### config.mk
export PLATFORM = sky130hd
export DESIGN_NAME = vtp_top
export DESIGN_NICKNAME = d
export VERILOG_FILES = /design/src/hw/vtp_pkg.sv /design/src/hw/vtp_fifo.sv /design/src/hw/vtp_top.sv
export SDC_FILE = /design/constraint.sdc
export NUM_CORES = 1
export LEC_CHECK = 0
export BUFFER_PORTS_ARGS = -buffer_cell sky130_fd_sc_hd__clkbuf_2
export CAP_MARGIN = 20
export CELL_PAD_IN_SITES_DETAIL_PLACEMENT = 2
export CELL_PAD_IN_SITES_GLOBAL_PLACEMENT = 2
export CORE_MARGIN = 4
export CORE_UTILIZATION = 50
export CTS_CLUSTER_SIZE = 20
export DETAILED_ROUTE_END_ITERATION = 8
export HOLD_SLACK_MARGIN = 0.06
export PLACE_DENSITY = 0.83
export SYNTH_ARGS = -nofsm -noshare
export SYNTH_HDL_FRONTEND = slang
export SYNTH_SLANG_ARGS = --single-unit
### constraint.sdc
create_clock -name i_clock -period 6.04 [get_ports i_clock]
set_input_delay 0.302 -clock i_clock [delete_from_list [all_inputs] [get_ports i_clock]]
set_output_delay 0.302 -clock i_clock [all_outputs]
set_load 0.02 [all_outputs]
### src/hw/vtp_pkg.sv
// shared constants and types of the video test pattern selector
package vtp_pkg;
   // register word indices; byte address is four times the index
   localparam logic [7:0] IDX_LOOP_THROUGH = 8'h63;
   localparam logic [7:0] IDX_CONTROL = 8'h64;
   localparam logic [7:0] IDX_CONFIG = 8'h65;
   localparam logic [7:0] IDX_CUSTOM_RED = 8'h70;
   localparam logic [7:0] IDX_CUSTOM_GREEN = 8'h71;
   localparam logic [7:0] IDX_CUSTOM_BLUE = 8'h72;
   localparam logic [7:0] IDX_FRAME_TIME = 8'h73;
   localparam logic [7:0] IDX_STATUS = 8'h74;

   // reset values
   localparam logic [7:0] RST_CONTROL = 8'h10;
   localparam logic [4:0] RST_CONFIG = 5'h00;
   localparam logic [7:0] RST_CUSTOM = 8'h00;
   localparam logic [7:0] RST_FRAME_TIME = 8'h01;
   localparam logic [3:0] RST_SCROLL = 4'h1;

   // field positions of the configuration register
   localparam int CFG_AUTO_SCROLL_BIT = 0;
   localparam int CFG_INVERT_BIT = 1;

   // selector codes
   localparam logic [3:0] SEL_SOLID_FIRST = 4'h1;
   localparam logic [3:0] SEL_SOLID_LAST = 4'h5;
   localparam logic [3:0] SEL_HRAMP_FIRST = 4'h6;
   localparam logic [3:0] SEL_HRAMP_LAST = 4'h9;
   localparam logic [3:0] SEL_VRAMP_FIRST = 4'hA;
   localparam logic [3:0] SEL_VRAMP_LAST = 4'hD;
   localparam logic [3:0] SEL_CUSTOM = 4'hE;

   // active frame geometry of the internal raster
   localparam int H_ACTIVE = 64;
   localparam int V_ACTIVE = 32;
   localparam logic [8:0] H_SPAN = 9'h040;
   localparam logic [8:0] V_SPAN = 9'h020;
   localparam logic [7:0] H_LAST = 8'h3F;
   localparam logic [7:0] V_LAST = 8'h1F;

   // pixel buffer shape
   localparam int FIFO_DEPTH = 16;

   // control register layout
   typedef struct packed {
      logic [3:0] fixed_pattern_selector;
      logic compliance_pattern_enable;
      logic color_bars_enable;
      logic vcom_band_order_reverse;
      logic generator_enable;
   } vtp_ctrl_s;

   // one pixel of the stream with its frame markers
   typedef struct packed {
      logic sof;
      logic eol;
      logic [7:0] red;
      logic [7:0] green;
      logic [7:0] blue;
   } vtp_pix_s;

   localparam int PIX_W = 26;

   // pattern source after priority
   typedef enum logic [1:0] {
      MODE_FIXED = 2'b00,
      MODE_BARS = 2'b01,
      MODE_COMPLIANCE = 2'b10
   } vtp_mode_e;

   // raster generator state
   typedef enum logic {
      GEN_IDLE = 1'b0,
      GEN_RUN = 1'b1
   } vtp_gen_e;
endpackage : vtp_pkg

### src/hw/vtp_fifo.sv
// pixel buffer with registered output stage and back-pressure
`timescale 1ns/1ps
`default_nettype none
module vtp_fifo #(
   parameter int WIDTH = 26,
   parameter int DEPTH = 16
) (
   input wire logic i_clock,
   input wire logic i_rst_n,
   input wire logic i_in_valid,
   output logic o_in_ready,
   input wire logic [WIDTH-1:0] i_in_data,
   output logic o_out_valid,
   input wire logic i_out_ready,
   output logic [WIDTH-1:0] o_out_data
);
   localparam int AW = $clog2(DEPTH);
   localparam int CW = $clog2(DEPTH + 1);
   localparam logic [CW-1:0] FULL_COUNT = CW'(DEPTH);

   logic [WIDTH-1:0] mem [DEPTH];
   logic [AW-1:0] wptr_q;
   logic [AW-1:0] rptr_q;
   logic [CW-1:0] count_q;
   logic push;
   logic load;

   // full only when every memory word holds data
   assign o_in_ready = (count_q != FULL_COUNT);
   assign push = i_in_valid && o_in_ready;
   assign load = (count_q != '0) && (!o_out_valid || i_out_ready);

   // storage write
   always_ff @(posedge i_clock) begin
      if (push) begin
         mem[wptr_q] <= i_in_data;
      end
   end

   // pointers and occupancy
   always_ff @(posedge i_clock or negedge i_rst_n) begin
      if (!i_rst_n) begin
         wptr_q <= '0;
         rptr_q <= '0;
         count_q <= '0;
      end else begin
         if (push) begin
            wptr_q <= AW'(wptr_q + 1'b1);
         end
         if (load) begin
            rptr_q <= AW'(rptr_q + 1'b1);
         end
         count_q <= CW'(count_q + CW'(push) - CW'(load));
      end
   end

   // output register, held while the sink stalls
   always_ff @(posedge i_clock or negedge i_rst_n) begin
      if (!i_rst_n) begin
         o_out_valid <= 1'b0;
         o_out_data <= '0;
      end else if (load) begin
         o_out_valid <= 1'b1;
         o_out_data <= mem[rptr_q];
      end else if (i_out_ready) begin
         o_out_valid <= 1'b0;
      end
   end
endmodule : vtp_fifo
`default_nettype wire

### src/hw/vtp_top.sv
// test pattern selector: apb registers, raster, pattern choice, buffer
//
// Local design decisions: the APB slave port and the address map.
`timescale 1ns/1ps
`default_nettype none
module vtp_top (
   input wire logic i_clock,
   input wire logic i_rst_n,
   input wire logic i_psel,
   input wire logic i_penable,
   input wire logic i_pwrite,
   input wire logic [11:0] i_paddr,
   input wire logic [31:0] i_pwdata,
   output logic [31:0] o_prdata,
   output logic o_pready,
   output logic o_pslverr,
   output logic o_pix_valid,
   input wire logic i_pix_ready,
   output vtp_pkg::vtp_pix_s o_pix_data,
   output logic o_loop_through_driver_powerdown
);
   vtp_pkg::vtp_ctrl_s ctrl_q;
   logic [4:0] cfg_q;
   logic [7:0] custom_red_level_q, custom_green_level_q, custom_blue_level_q;
   logic [7:0] frame_time_q, frame_cnt_q, x_q, y_q;
   logic [3:0] scroll_sel_q, eff_sel;
   vtp_pkg::vtp_gen_e gen_q;
   logic access, wr_en, hit;
   logic [7:0] idx, rd_val, h_level, v_level;
   logic auto_scroll_enable, color_invert_select;
   vtp_pkg::vtp_mode_e mode;
   logic gen_valid, fifo_ready, accept, frame_end, scroll_due;
   logic [23:0] rgb;
   vtp_pkg::vtp_pix_s gen_pix, fifo_out;
   // brightness at a position, evenly spread across the span
   function automatic logic [7:0] ramp_level(input logic [7:0] pos,
                                             input logic [8:0] span);
      logic [15:0] q;
      q = 16'({pos, 8'h00} / {7'h00, span});
      return q[7:0];
   endfunction : ramp_level
   // expand an rgb on/off mask at a given level
   function automatic logic [23:0] paint(input logic [2:0] mask,
                                         input logic [7:0] lvl);
      return {mask[2] ? lvl : 8'h00, mask[1] ? lvl : 8'h00,
              mask[0] ? lvl : 8'h00};
   endfunction : paint
   // colour mask of a solid or ramp selector code
   function automatic logic [2:0] sel_mask(input logic [3:0] code);
      case (code)
         4'h1, 4'h6, 4'hA: return 3'h7;
         4'h3, 4'h7, 4'hB: return 3'h4;
         4'h4, 4'h8, 4'hC: return 3'h2;
         4'h5, 4'h9, 4'hD: return 3'h1;
         default: return 3'h0;
      endcase
   endfunction : sel_mask
   // next pattern in the scroll sequence, skipping reserved codes
   function automatic logic [3:0] next_code(input logic [3:0] code);
      if (code >= vtp_pkg::SEL_CUSTOM || code == 4'h0) begin
         return vtp_pkg::SEL_SOLID_FIRST;
      end
      return 4'(code + 4'h1);
   endfunction : next_code
   // apb decode; two-cycle access, effect at the edge with pready high
   assign access = i_psel && i_penable;
   assign wr_en = access && o_pready && i_pwrite;
   assign idx = i_paddr[9:2];
   assign hit = (i_paddr[11:10] == 2'b00) && (i_paddr[1:0] == 2'b00) &&
                ((idx == vtp_pkg::IDX_LOOP_THROUGH) ||
                 (idx >= vtp_pkg::IDX_CONTROL && idx <= vtp_pkg::IDX_CONFIG) ||
                 (idx >= vtp_pkg::IDX_CUSTOM_RED &&
                  idx <= vtp_pkg::IDX_STATUS));
   // read mux, reserved bits read zero
   always_comb begin
      rd_val = 8'h00;
      case (idx)
         vtp_pkg::IDX_LOOP_THROUGH: rd_val = {7'h00,
                                              o_loop_through_driver_powerdown};
         vtp_pkg::IDX_CONTROL: rd_val = ctrl_q;
         vtp_pkg::IDX_CONFIG: rd_val = {3'h0, cfg_q};
         vtp_pkg::IDX_CUSTOM_RED: rd_val = custom_red_level_q;
         vtp_pkg::IDX_CUSTOM_GREEN: rd_val = custom_green_level_q;
         vtp_pkg::IDX_CUSTOM_BLUE: rd_val = custom_blue_level_q;
         vtp_pkg::IDX_FRAME_TIME: rd_val = frame_time_q;
         vtp_pkg::IDX_STATUS: rd_val = {eff_sel, 1'b0, mode, gen_q};
         default: rd_val = 8'h00;
      endcase
   end
   // bus handshake and read data
   always_ff @(posedge i_clock or negedge i_rst_n) begin
      if (!i_rst_n) begin
         o_pready <= 1'b0;
         o_pslverr <= 1'b0;
         o_prdata <= 32'h0000_0000;
      end else if (access && !o_pready) begin
         o_pready <= 1'b1;
         o_pslverr <= !hit;
         o_prdata <= (hit && !i_pwrite) ? {24'h00_0000, rd_val} : 32'h0;
      end else begin
         o_pready <= 1'b0;
         o_pslverr <= 1'b0;
      end
   end
   // control register: selector, compliance, bars, vcom order, enable
   always_ff @(posedge i_clock or negedge i_rst_n) begin
      if (!i_rst_n) begin
         ctrl_q <= vtp_pkg::RST_CONTROL;
      end else if (wr_en && hit && idx == vtp_pkg::IDX_CONTROL) begin
         ctrl_q <= i_pwdata[7:0];
      end
   end
   // configuration, custom colour, frame time and loop-through registers
   always_ff @(posedge i_clock or negedge i_rst_n) begin
      if (!i_rst_n) begin
         cfg_q <= vtp_pkg::RST_CONFIG;
         custom_red_level_q <= vtp_pkg::RST_CUSTOM;
         custom_green_level_q <= vtp_pkg::RST_CUSTOM;
         custom_blue_level_q <= vtp_pkg::RST_CUSTOM;
         frame_time_q <= vtp_pkg::RST_FRAME_TIME;
         o_loop_through_driver_powerdown <= 1'b0;
      end else if (wr_en && hit) begin
         case (idx)
            vtp_pkg::IDX_CONFIG: cfg_q <= i_pwdata[4:0];
            vtp_pkg::IDX_CUSTOM_RED: custom_red_level_q <= i_pwdata[7:0];
            vtp_pkg::IDX_CUSTOM_GREEN: custom_green_level_q <= i_pwdata[7:0];
            vtp_pkg::IDX_CUSTOM_BLUE: custom_blue_level_q <= i_pwdata[7:0];
            vtp_pkg::IDX_FRAME_TIME: frame_time_q <= i_pwdata[7:0];
            vtp_pkg::IDX_LOOP_THROUGH: begin
               o_loop_through_driver_powerdown <= i_pwdata[0];
            end
            default: ;
         endcase
      end
   end
   assign auto_scroll_enable = cfg_q[vtp_pkg::CFG_AUTO_SCROLL_BIT];
   assign color_invert_select = cfg_q[vtp_pkg::CFG_INVERT_BIT];
   // raster runs only while enabled; buffer back-pressure stalls it
   assign gen_valid = (gen_q == vtp_pkg::GEN_RUN) && ctrl_q.generator_enable;
   assign accept = gen_valid && fifo_ready;
   assign frame_end = accept && x_q == vtp_pkg::H_LAST &&
                      y_q == vtp_pkg::V_LAST;
   // raster position, restarts at the top left when idle
   always_ff @(posedge i_clock or negedge i_rst_n) begin
      if (!i_rst_n) begin
         gen_q <= vtp_pkg::GEN_IDLE;
         x_q <= 8'h00;
         y_q <= 8'h00;
      end else begin
         case (gen_q)
            vtp_pkg::GEN_IDLE: begin
               x_q <= 8'h00;
               y_q <= 8'h00;
               if (ctrl_q.generator_enable) begin
                  gen_q <= vtp_pkg::GEN_RUN;
               end
            end
            vtp_pkg::GEN_RUN: begin
               if (!ctrl_q.generator_enable) begin
                  gen_q <= vtp_pkg::GEN_IDLE;
               end else if (accept) begin
                  if (x_q == vtp_pkg::H_LAST) begin
                     x_q <= 8'h00;
                     y_q <= (y_q == vtp_pkg::V_LAST) ? 8'h00 : 8'(y_q + 8'h01);
                  end else begin
                     x_q <= 8'(x_q + 8'h01);
                  end
               end
            end
            default: gen_q <= vtp_pkg::GEN_IDLE;
         endcase
      end
   end
   // auto-scroll: frame count and pattern advance
   assign scroll_due = frame_end && ({1'b0, frame_cnt_q} + 9'h001 >=
                       {1'b0, (frame_time_q == 8'h00) ? 8'h01 : frame_time_q});

   always_ff @(posedge i_clock or negedge i_rst_n) begin
      if (!i_rst_n) begin
         scroll_sel_q <= vtp_pkg::RST_SCROLL;
         frame_cnt_q <= 8'h00;
      end else if (!auto_scroll_enable) begin
         scroll_sel_q <= ctrl_q.fixed_pattern_selector;
         frame_cnt_q <= 8'h00;
      end else if (scroll_due) begin
         scroll_sel_q <= next_code(scroll_sel_q);
         frame_cnt_q <= 8'h00;
      end else if (frame_end) begin
         frame_cnt_q <= 8'(frame_cnt_q + 8'h01);
      end
   end
   // source priority and effective selector
   assign eff_sel = auto_scroll_enable ? scroll_sel_q :
                    ctrl_q.fixed_pattern_selector;
   assign mode = ctrl_q.compliance_pattern_enable ?
                 vtp_pkg::MODE_COMPLIANCE :
                 ctrl_q.color_bars_enable ? vtp_pkg::MODE_BARS :
                 vtp_pkg::MODE_FIXED;

   assign h_level = ramp_level(x_q, vtp_pkg::H_SPAN);
   assign v_level = ramp_level(y_q, vtp_pkg::V_SPAN);
   // pixel colour for the current raster position
   always_comb begin
      rgb = 24'h00_0000;
      case (mode)
         vtp_pkg::MODE_COMPLIANCE: begin
            case (h_level[7:6])
               2'd0: rgb = paint(ctrl_q.vcom_band_order_reverse ? 3'h1 : 3'h6,
                                 8'hFF);
               2'd1: rgb = paint(3'h3, 8'hFF);
               2'd2: rgb = paint(ctrl_q.vcom_band_order_reverse ? 3'h6 : 3'h1,
                                 8'hFF);
               default: rgb = paint(3'h4, 8'hFF);
            endcase
         end
         vtp_pkg::MODE_BARS: begin
            case (h_level[7:5])
               3'd0: rgb = paint(3'h7, 8'hFF);
               3'd1: rgb = paint(3'h6, 8'hFF);
               3'd2: rgb = paint(3'h3, 8'hFF);
               3'd3: rgb = paint(3'h2, 8'hFF);
               3'd4: rgb = paint(3'h5, 8'hFF);
               3'd5: rgb = paint(3'h4, 8'hFF);
               3'd6: rgb = paint(3'h1, 8'hFF);
               default: rgb = paint(3'h0, 8'hFF);
            endcase
         end
         default: begin
            if (eff_sel >= vtp_pkg::SEL_SOLID_FIRST &&
                eff_sel <= vtp_pkg::SEL_SOLID_LAST) begin
               rgb = paint(sel_mask(eff_sel), 8'hFF);
            end else if (eff_sel >= vtp_pkg::SEL_HRAMP_FIRST &&
                         eff_sel <= vtp_pkg::SEL_HRAMP_LAST) begin
               rgb = paint(sel_mask(eff_sel), h_level);
            end else if (eff_sel >= vtp_pkg::SEL_VRAMP_FIRST &&
                         eff_sel <= vtp_pkg::SEL_VRAMP_LAST) begin
               rgb = paint(sel_mask(eff_sel), v_level);
            end else if (eff_sel == vtp_pkg::SEL_CUSTOM) begin
               rgb = {custom_red_level_q, custom_green_level_q,
                      custom_blue_level_q};
            end
         end
      endcase
   end
   // inversion applies to every source
   assign gen_pix.sof = (x_q == 8'h00) && (y_q == 8'h00);
   assign gen_pix.eol = (x_q == vtp_pkg::H_LAST);
   assign {gen_pix.red, gen_pix.green, gen_pix.blue} =
          color_invert_select ? ~rgb : rgb;

   vtp_fifo #(
      .WIDTH(vtp_pkg::PIX_W),
      .DEPTH(vtp_pkg::FIFO_DEPTH)
   ) u_fifo (
      .i_clock(i_clock),
      .i_rst_n(i_rst_n),
      .i_in_valid(gen_valid),
      .o_in_ready(fifo_ready),
      .i_in_data(gen_pix),
      .o_out_valid(o_pix_valid),
      .i_out_ready(i_pix_ready),
      .o_out_data(fifo_out)
   );
   assign o_pix_data = fifo_out;
endmodule : vtp_top
`default_nettype wire

After elaboration in Yosys (flattened, before gate mapping):

Memories as Yosys holds them, arrays and structs flattened. A register that Yosys moved wholly into a read port is not among the register bits.
Index checks and enable logic that the tools add are counted.

* output and inout port bits: 62
* bits of input ports: 50
* ROM bits: 144
* latch bits: 0
* memory bits (writable): 416
* flip-flop bits (word level): 123
* memories: 4

Memories
* u_fifo.mem: words 16, width 26, read ports 1, clocked after memory_dff 1, write ports 1, RTL line vtp_fifo.sv:21 `logic [WIDTH-1:0] mem [DEPTH];`
* (no name shown): words 16, width 3, read ports 1, clocked after memory_dff 0, write ports 0, RTL line vtp_top.sv:50 `case (code)`
* (no name shown): words 16, width 3, read ports 1, clocked after memory_dff 0, write ports 0, RTL line vtp_top.sv:50
* (no name shown): words 16, width 3, read ports 1, clocked after memory_dff 0, write ports 0, RTL line vtp_top.sv:50

* $add $sub $neg: 9
* multiplexer cells: 66
* div/mod/pow operators: 0
* bitwise gates (word level): 2
* $mul: 0
* reduce and logical (&&, ||, !) cells: 49
* shifts and indexed selects: 0
* equal/unequal tests: 27
* $lt $le $gt $ge: 12

Operator list (count)
* $mux W8: 27
* $pmux W24 S7: 1
* $mux W24: 5
* $pmux W24 S3: 1
* $eq A8 B7 Y1 const B: 8
* $pmux W8 S8: 1
* $pmux W24 S2: 1
* $mux W3: 11
* $pmux W8 S2: 2
* $add A8 B1 Y8 const B: 3
* $logic_not A8 Y1: 3
* $not A24 Y24: 1
* $logic_and A1 B1 Y1: 21
* $mux W4: 5
* $ge A8 B7 Y1 const B: 2
* $le A8 B7 Y1 const B: 2
* $reduce_and A2 Y1: 7
* $add A4 B1 Y4 const B: 3
* $mux W1: 11
* $add A8 B1 Y9 const B: 1
* $eq A3 B3 Y1 const B: 3
* $ge A9 B8 Y1: 1
* $eq A8 B5 Y1 const B: 1
* $eq A8 B6 Y1 const B: 1
* 27 further kinds: 43

Longest topological paths before layout:

* depth after elaboration: 14
* mapped depth: 15

Hierarchy:

A second synthesis with hierarchy kept.

* cell total of the unflattened synthesis: 1410
* area total of the unflattened synthesis: 23602.6 sq um

By module, submodules not included
* vtp_fifo: cells each 786, instances 1, area each 17571.9 sq um
* vtp_top: cells each 624, instances 1, area each 6030.8 sq um

Worst setup path before layout:

Ideal clock, no wire load.

* kind: reg2reg
* from: register cfg_q[0]
* to: memory u_fifo.mem[0][10] (data pin)
* stages on the path, launching flop included: 15
* setup time: 0.297 ns
* clock period less this slack: 3.554 ns
* setup slack: 2.486 ns
* buffers on the path: 5
* data arrival time: 3.257 ns
* cell sequence: dfrtp_1 buf_6 clkbuf_1 mux2i_1 inv_1 ha_1 nor2_1 and4_1 clkbuf_1 buf_4 buf_2 a21oi_1 o31ai_1 nand2_1 xnor2_1

RTL lines
* start: declaration: RTL line vtp_top.sv:23 `logic [4:0] cfg_q;`
* start signal: assignment: RTL line vtp_top.sv:116 `cfg_q <= vtp_pkg::RST_CONFIG;`
* start signal: assignment: RTL line vtp_top.sv:124 `vtp_pkg::IDX_CONFIG: cfg_q <= i_pwdata[4:0];`
* end: declaration: RTL line vtp_fifo.sv:21

==> results.ini <==
[outcome]
status=finished clean

[sta]
maxSlewViolCount=0
hold_viol_final=0
setup_viol=0
fmax_mhz=201
finalCriticalPeriod_ps=4960
fin_ws_ps=1080
tns_ps=0
rsz0062_at_grt=false
final.period_utilization_pct=82.2
slew-limit-headroom_pct=31.6
worst_pin_slew_ps=1020
skew_ps=37.9

[final_layout]
area_growth_pct=13.3
seq_area_um2=15600
multi_input_area_um2=7360
fillerInstances=3947
drive_gt1_share_pct=28.2
fin_nets=1560

[route]
drt_iter0_drc=2051
drc_errors=0
vias_per_cell=6.88
antenna_left=0
drt_first_pass_iters=5
drt_wl_total_um=84500
dr_total_vias=14700
wl_per_cell_um=39.6

[synth]
async_reset_ff_share_pct=23.1
syn_avg_cell_area_um2=17.0
yosysSeqAreaShare_pct=66.7
yosys.area.top_type=edfxtp_1
yosys-top-cells-area=edfxtp_1 53%, dfrtp_1 13%, mux4_2 12%
synth_top_area_share_pct=53.3
synth_ff_type=edfxtp_1
synth_edf_count=416
syn_area_um2=23400
yosys_warnings=0
synth_cell_types=77
synth-seq-cells=541
syn_inst=1379

[grt]
grt_pass1_wl_um=121000
grt_pass1_vias=15500
grt_antenna_before_repair=4
grt_max_degree=108
overflow=0
grt_usage_pct=33.6

[run]
drv_cap=0

[power]
clockPowerShare_pct=41.3
power_leakage_uw=0.00854
p_switching_uw=2510
ir_drop_mv=1.18
power_density_nw_per_um2=347
p_seq_share_pct=45.9
sw_frac_of_total_pct=27.3
comb_power_share_pct=12.8
p_int_uw=6690

[die]
die_area_um2=50400
start_util_pct=50.4
pin_count=112
die_y_um=225
core_um2=46500
dieWidth_um=225
placementRows=79

[worst_setup_path]
end_kind=flip-flop
worstSetupPathType=reg -> reg
startpoint_type=flip-flop
required_ps=6150
cp_max_fo=24
cp_data_arrival_time_ps=5080

[placed_design]
pre_cts_ws_ps=1120
portBuffers=63
gp_congestion=0.850
dpl.hpwl_um=44500

[clock_network]
insertion_delay_ps=660
path_clk_slew_ps=70
cts_tree=done
postCtsSetupRepairBufs=0
htreeDepth=2
cts.sinks=541
cts_made_buffers=56
clockBufferDepth=3
clock-root-buffer=clkbuf_16
cts_resized=0

[hold_path]
hold_path.class=in -> reg

==> cells by family (layout without fill, tap and decap cells) <==
group | after synthesis | in the layout | synth area share (%)
adders and majority gates | 33 | 33 | 1.78
and+or+nand+nor | 239 | 239 | 5.38
muxes | 223 | 223 | 17.0
DFF | 541 | 541 | 66.7
buffers and inverters | 128 | 252 | 2.63
other | 1 | 26 | 0.0160
xor gates and xnor gates | 48 | 48 | 1.79
AOI/OAI and AO/OA | 166 | 166 | 4.74
==> state kept, by name, summed over array words and instances, names as in the netlist, 4 cells and up <==
name / cells
u_fifo.rptr_q: 4
custom_blue_level_q: 8
y_q: 8
u_fifo.o_out_data: 26
u_fifo.count_q: 5
cfg_q: 5
u_fifo.mem: 416
custom_red_level_q: 8
o_prdata: 8
frame_cnt_q: 8
frame_time_q: 8
x_q: 8
custom_green_level_q: 8
scroll_sel_q: 4
u_fifo.wptr_q: 4
ctrl_q: 8
==> power by group through the flow <==
stage,logic (µW),clock network (µW),registers [µW]
after floorplan,929,0,4200
after global placement,1140,0,4270
after detailed placement,1160,0,4290
after CTS,1200,3840,4220
after global routing,1250,3990,4230
final,1180,3800,4220
==> critical path, stage by stage, from the launching register on <==
cell and delay, ps:
dfrtp_1 390, mux2i_1 790, inv_1 130, ha_1 340, nor2_1 370, and4_1 930
a21oi_1 310, and3_1 260, a211oi_1 240, nand3_1 660
==> Yosys cell counts, types with 5 or more instances <==
cell      instances
a211oi_1          7
a21boi_0          5
a21o_1            5
a21oi_1          38
a22oi_1          15
and2_1           17
and3_1           13
and4_1            5
buf_1            11
buf_2             9
buf_4            29
clkbuf_1         40
dfrtp_1         122
edfxtp_1        416
ha_1             31
inv_1            36
mux2_2           77
mux2i_1          13
mux4_2          130
nand2_1          56
nand2b_1         11
nand3_1          21
nand4_1          10
nor2_1           48
nor2b_1           7
nor3_1           18
o21ai_0          39
o221ai_1          6
xnor2_1          33
xor2_1           15
==> metrics by stage <==
step                      hold WS [ps]  util, %  std cells  cell area [µm²]  total power, µW
after floorplan                   6.41        -       1402            23500             5130
after global placement             388     52.4       2006            24300             5410
after detailed placement           405     52.4       2006            24300             5460
after CTS                         60.6     56.7       2118            26300             9250
after global routing              83.2     57.1       2133            26500             9460
final                             78.4     57.2       2135            26600             9210
==> area by class of cell <==
class / count / area share, %
inverter: 37 / 0.523
timing repair buffer: 109 / 2.69
antenna: 2 / 0.0188
tap: 607 / 2.86
multi-input combinational: 733 / 27.7
clock inverter: 32 / 1.44
clock buffer: 74 / 5.88
sequential: 541 / 58.9
==> layer usage <==
layer	routed length, µm	part of all wire [%]	track usage (%)
met5	0	0	0
met4	2880	3.4	10.7
met3	8020	9.5	6.93
met2	41100	49	54.8
met1	32500	38	46.0
==> cells in the final DEF, fill, tap and decap left out, types with 14 or more instances in the layout <==
cell type and instances:
o21ai_0 39, xnor2_1 25, mux4_2 130, inv_1 36, clkbuf_2 62, nor2_1 48, edfxtp_1 416, a22oi_1 15
buf_4 34, dfrtp_1 119, and2_1 17, nand3_1 21, nand2_1 56, nor3_1 18, xor2_1 14, conb_1 24
a21oi_1 37, mux2_2 77, ha_1 31, clkbuf_16 57
==> timing repair <==
action | 4_1_cts | 5_1_grt
endpoints found under the setup margin | 0 | 0
hold buffers | 6 | 0
hold endpoints to repair | 86 | 0
==> path summary, 6_finish.rpt <==
kind | endpoint | slack (ps) | from | depth (start not counted)
min in group asynchronous | u_fifo.o_out_data[10] | 300 | i_rst_n | 2
min reg2reg | o_prdata[3] | 500 | o_prdata[3] | 2
max in group asynchronous | frame_time_q[1] | 4320 | i_rst_n | 3
min | o_pslverr | 80 | i_paddr[10] | 4
max reg2reg | u_fifo.mem[1][22] | 1080 | cfg_q[0] | 9
max | u_fifo.mem[1][22] | 1080 | cfg_q[0] | 9
(Power assumes the default switching activity.)
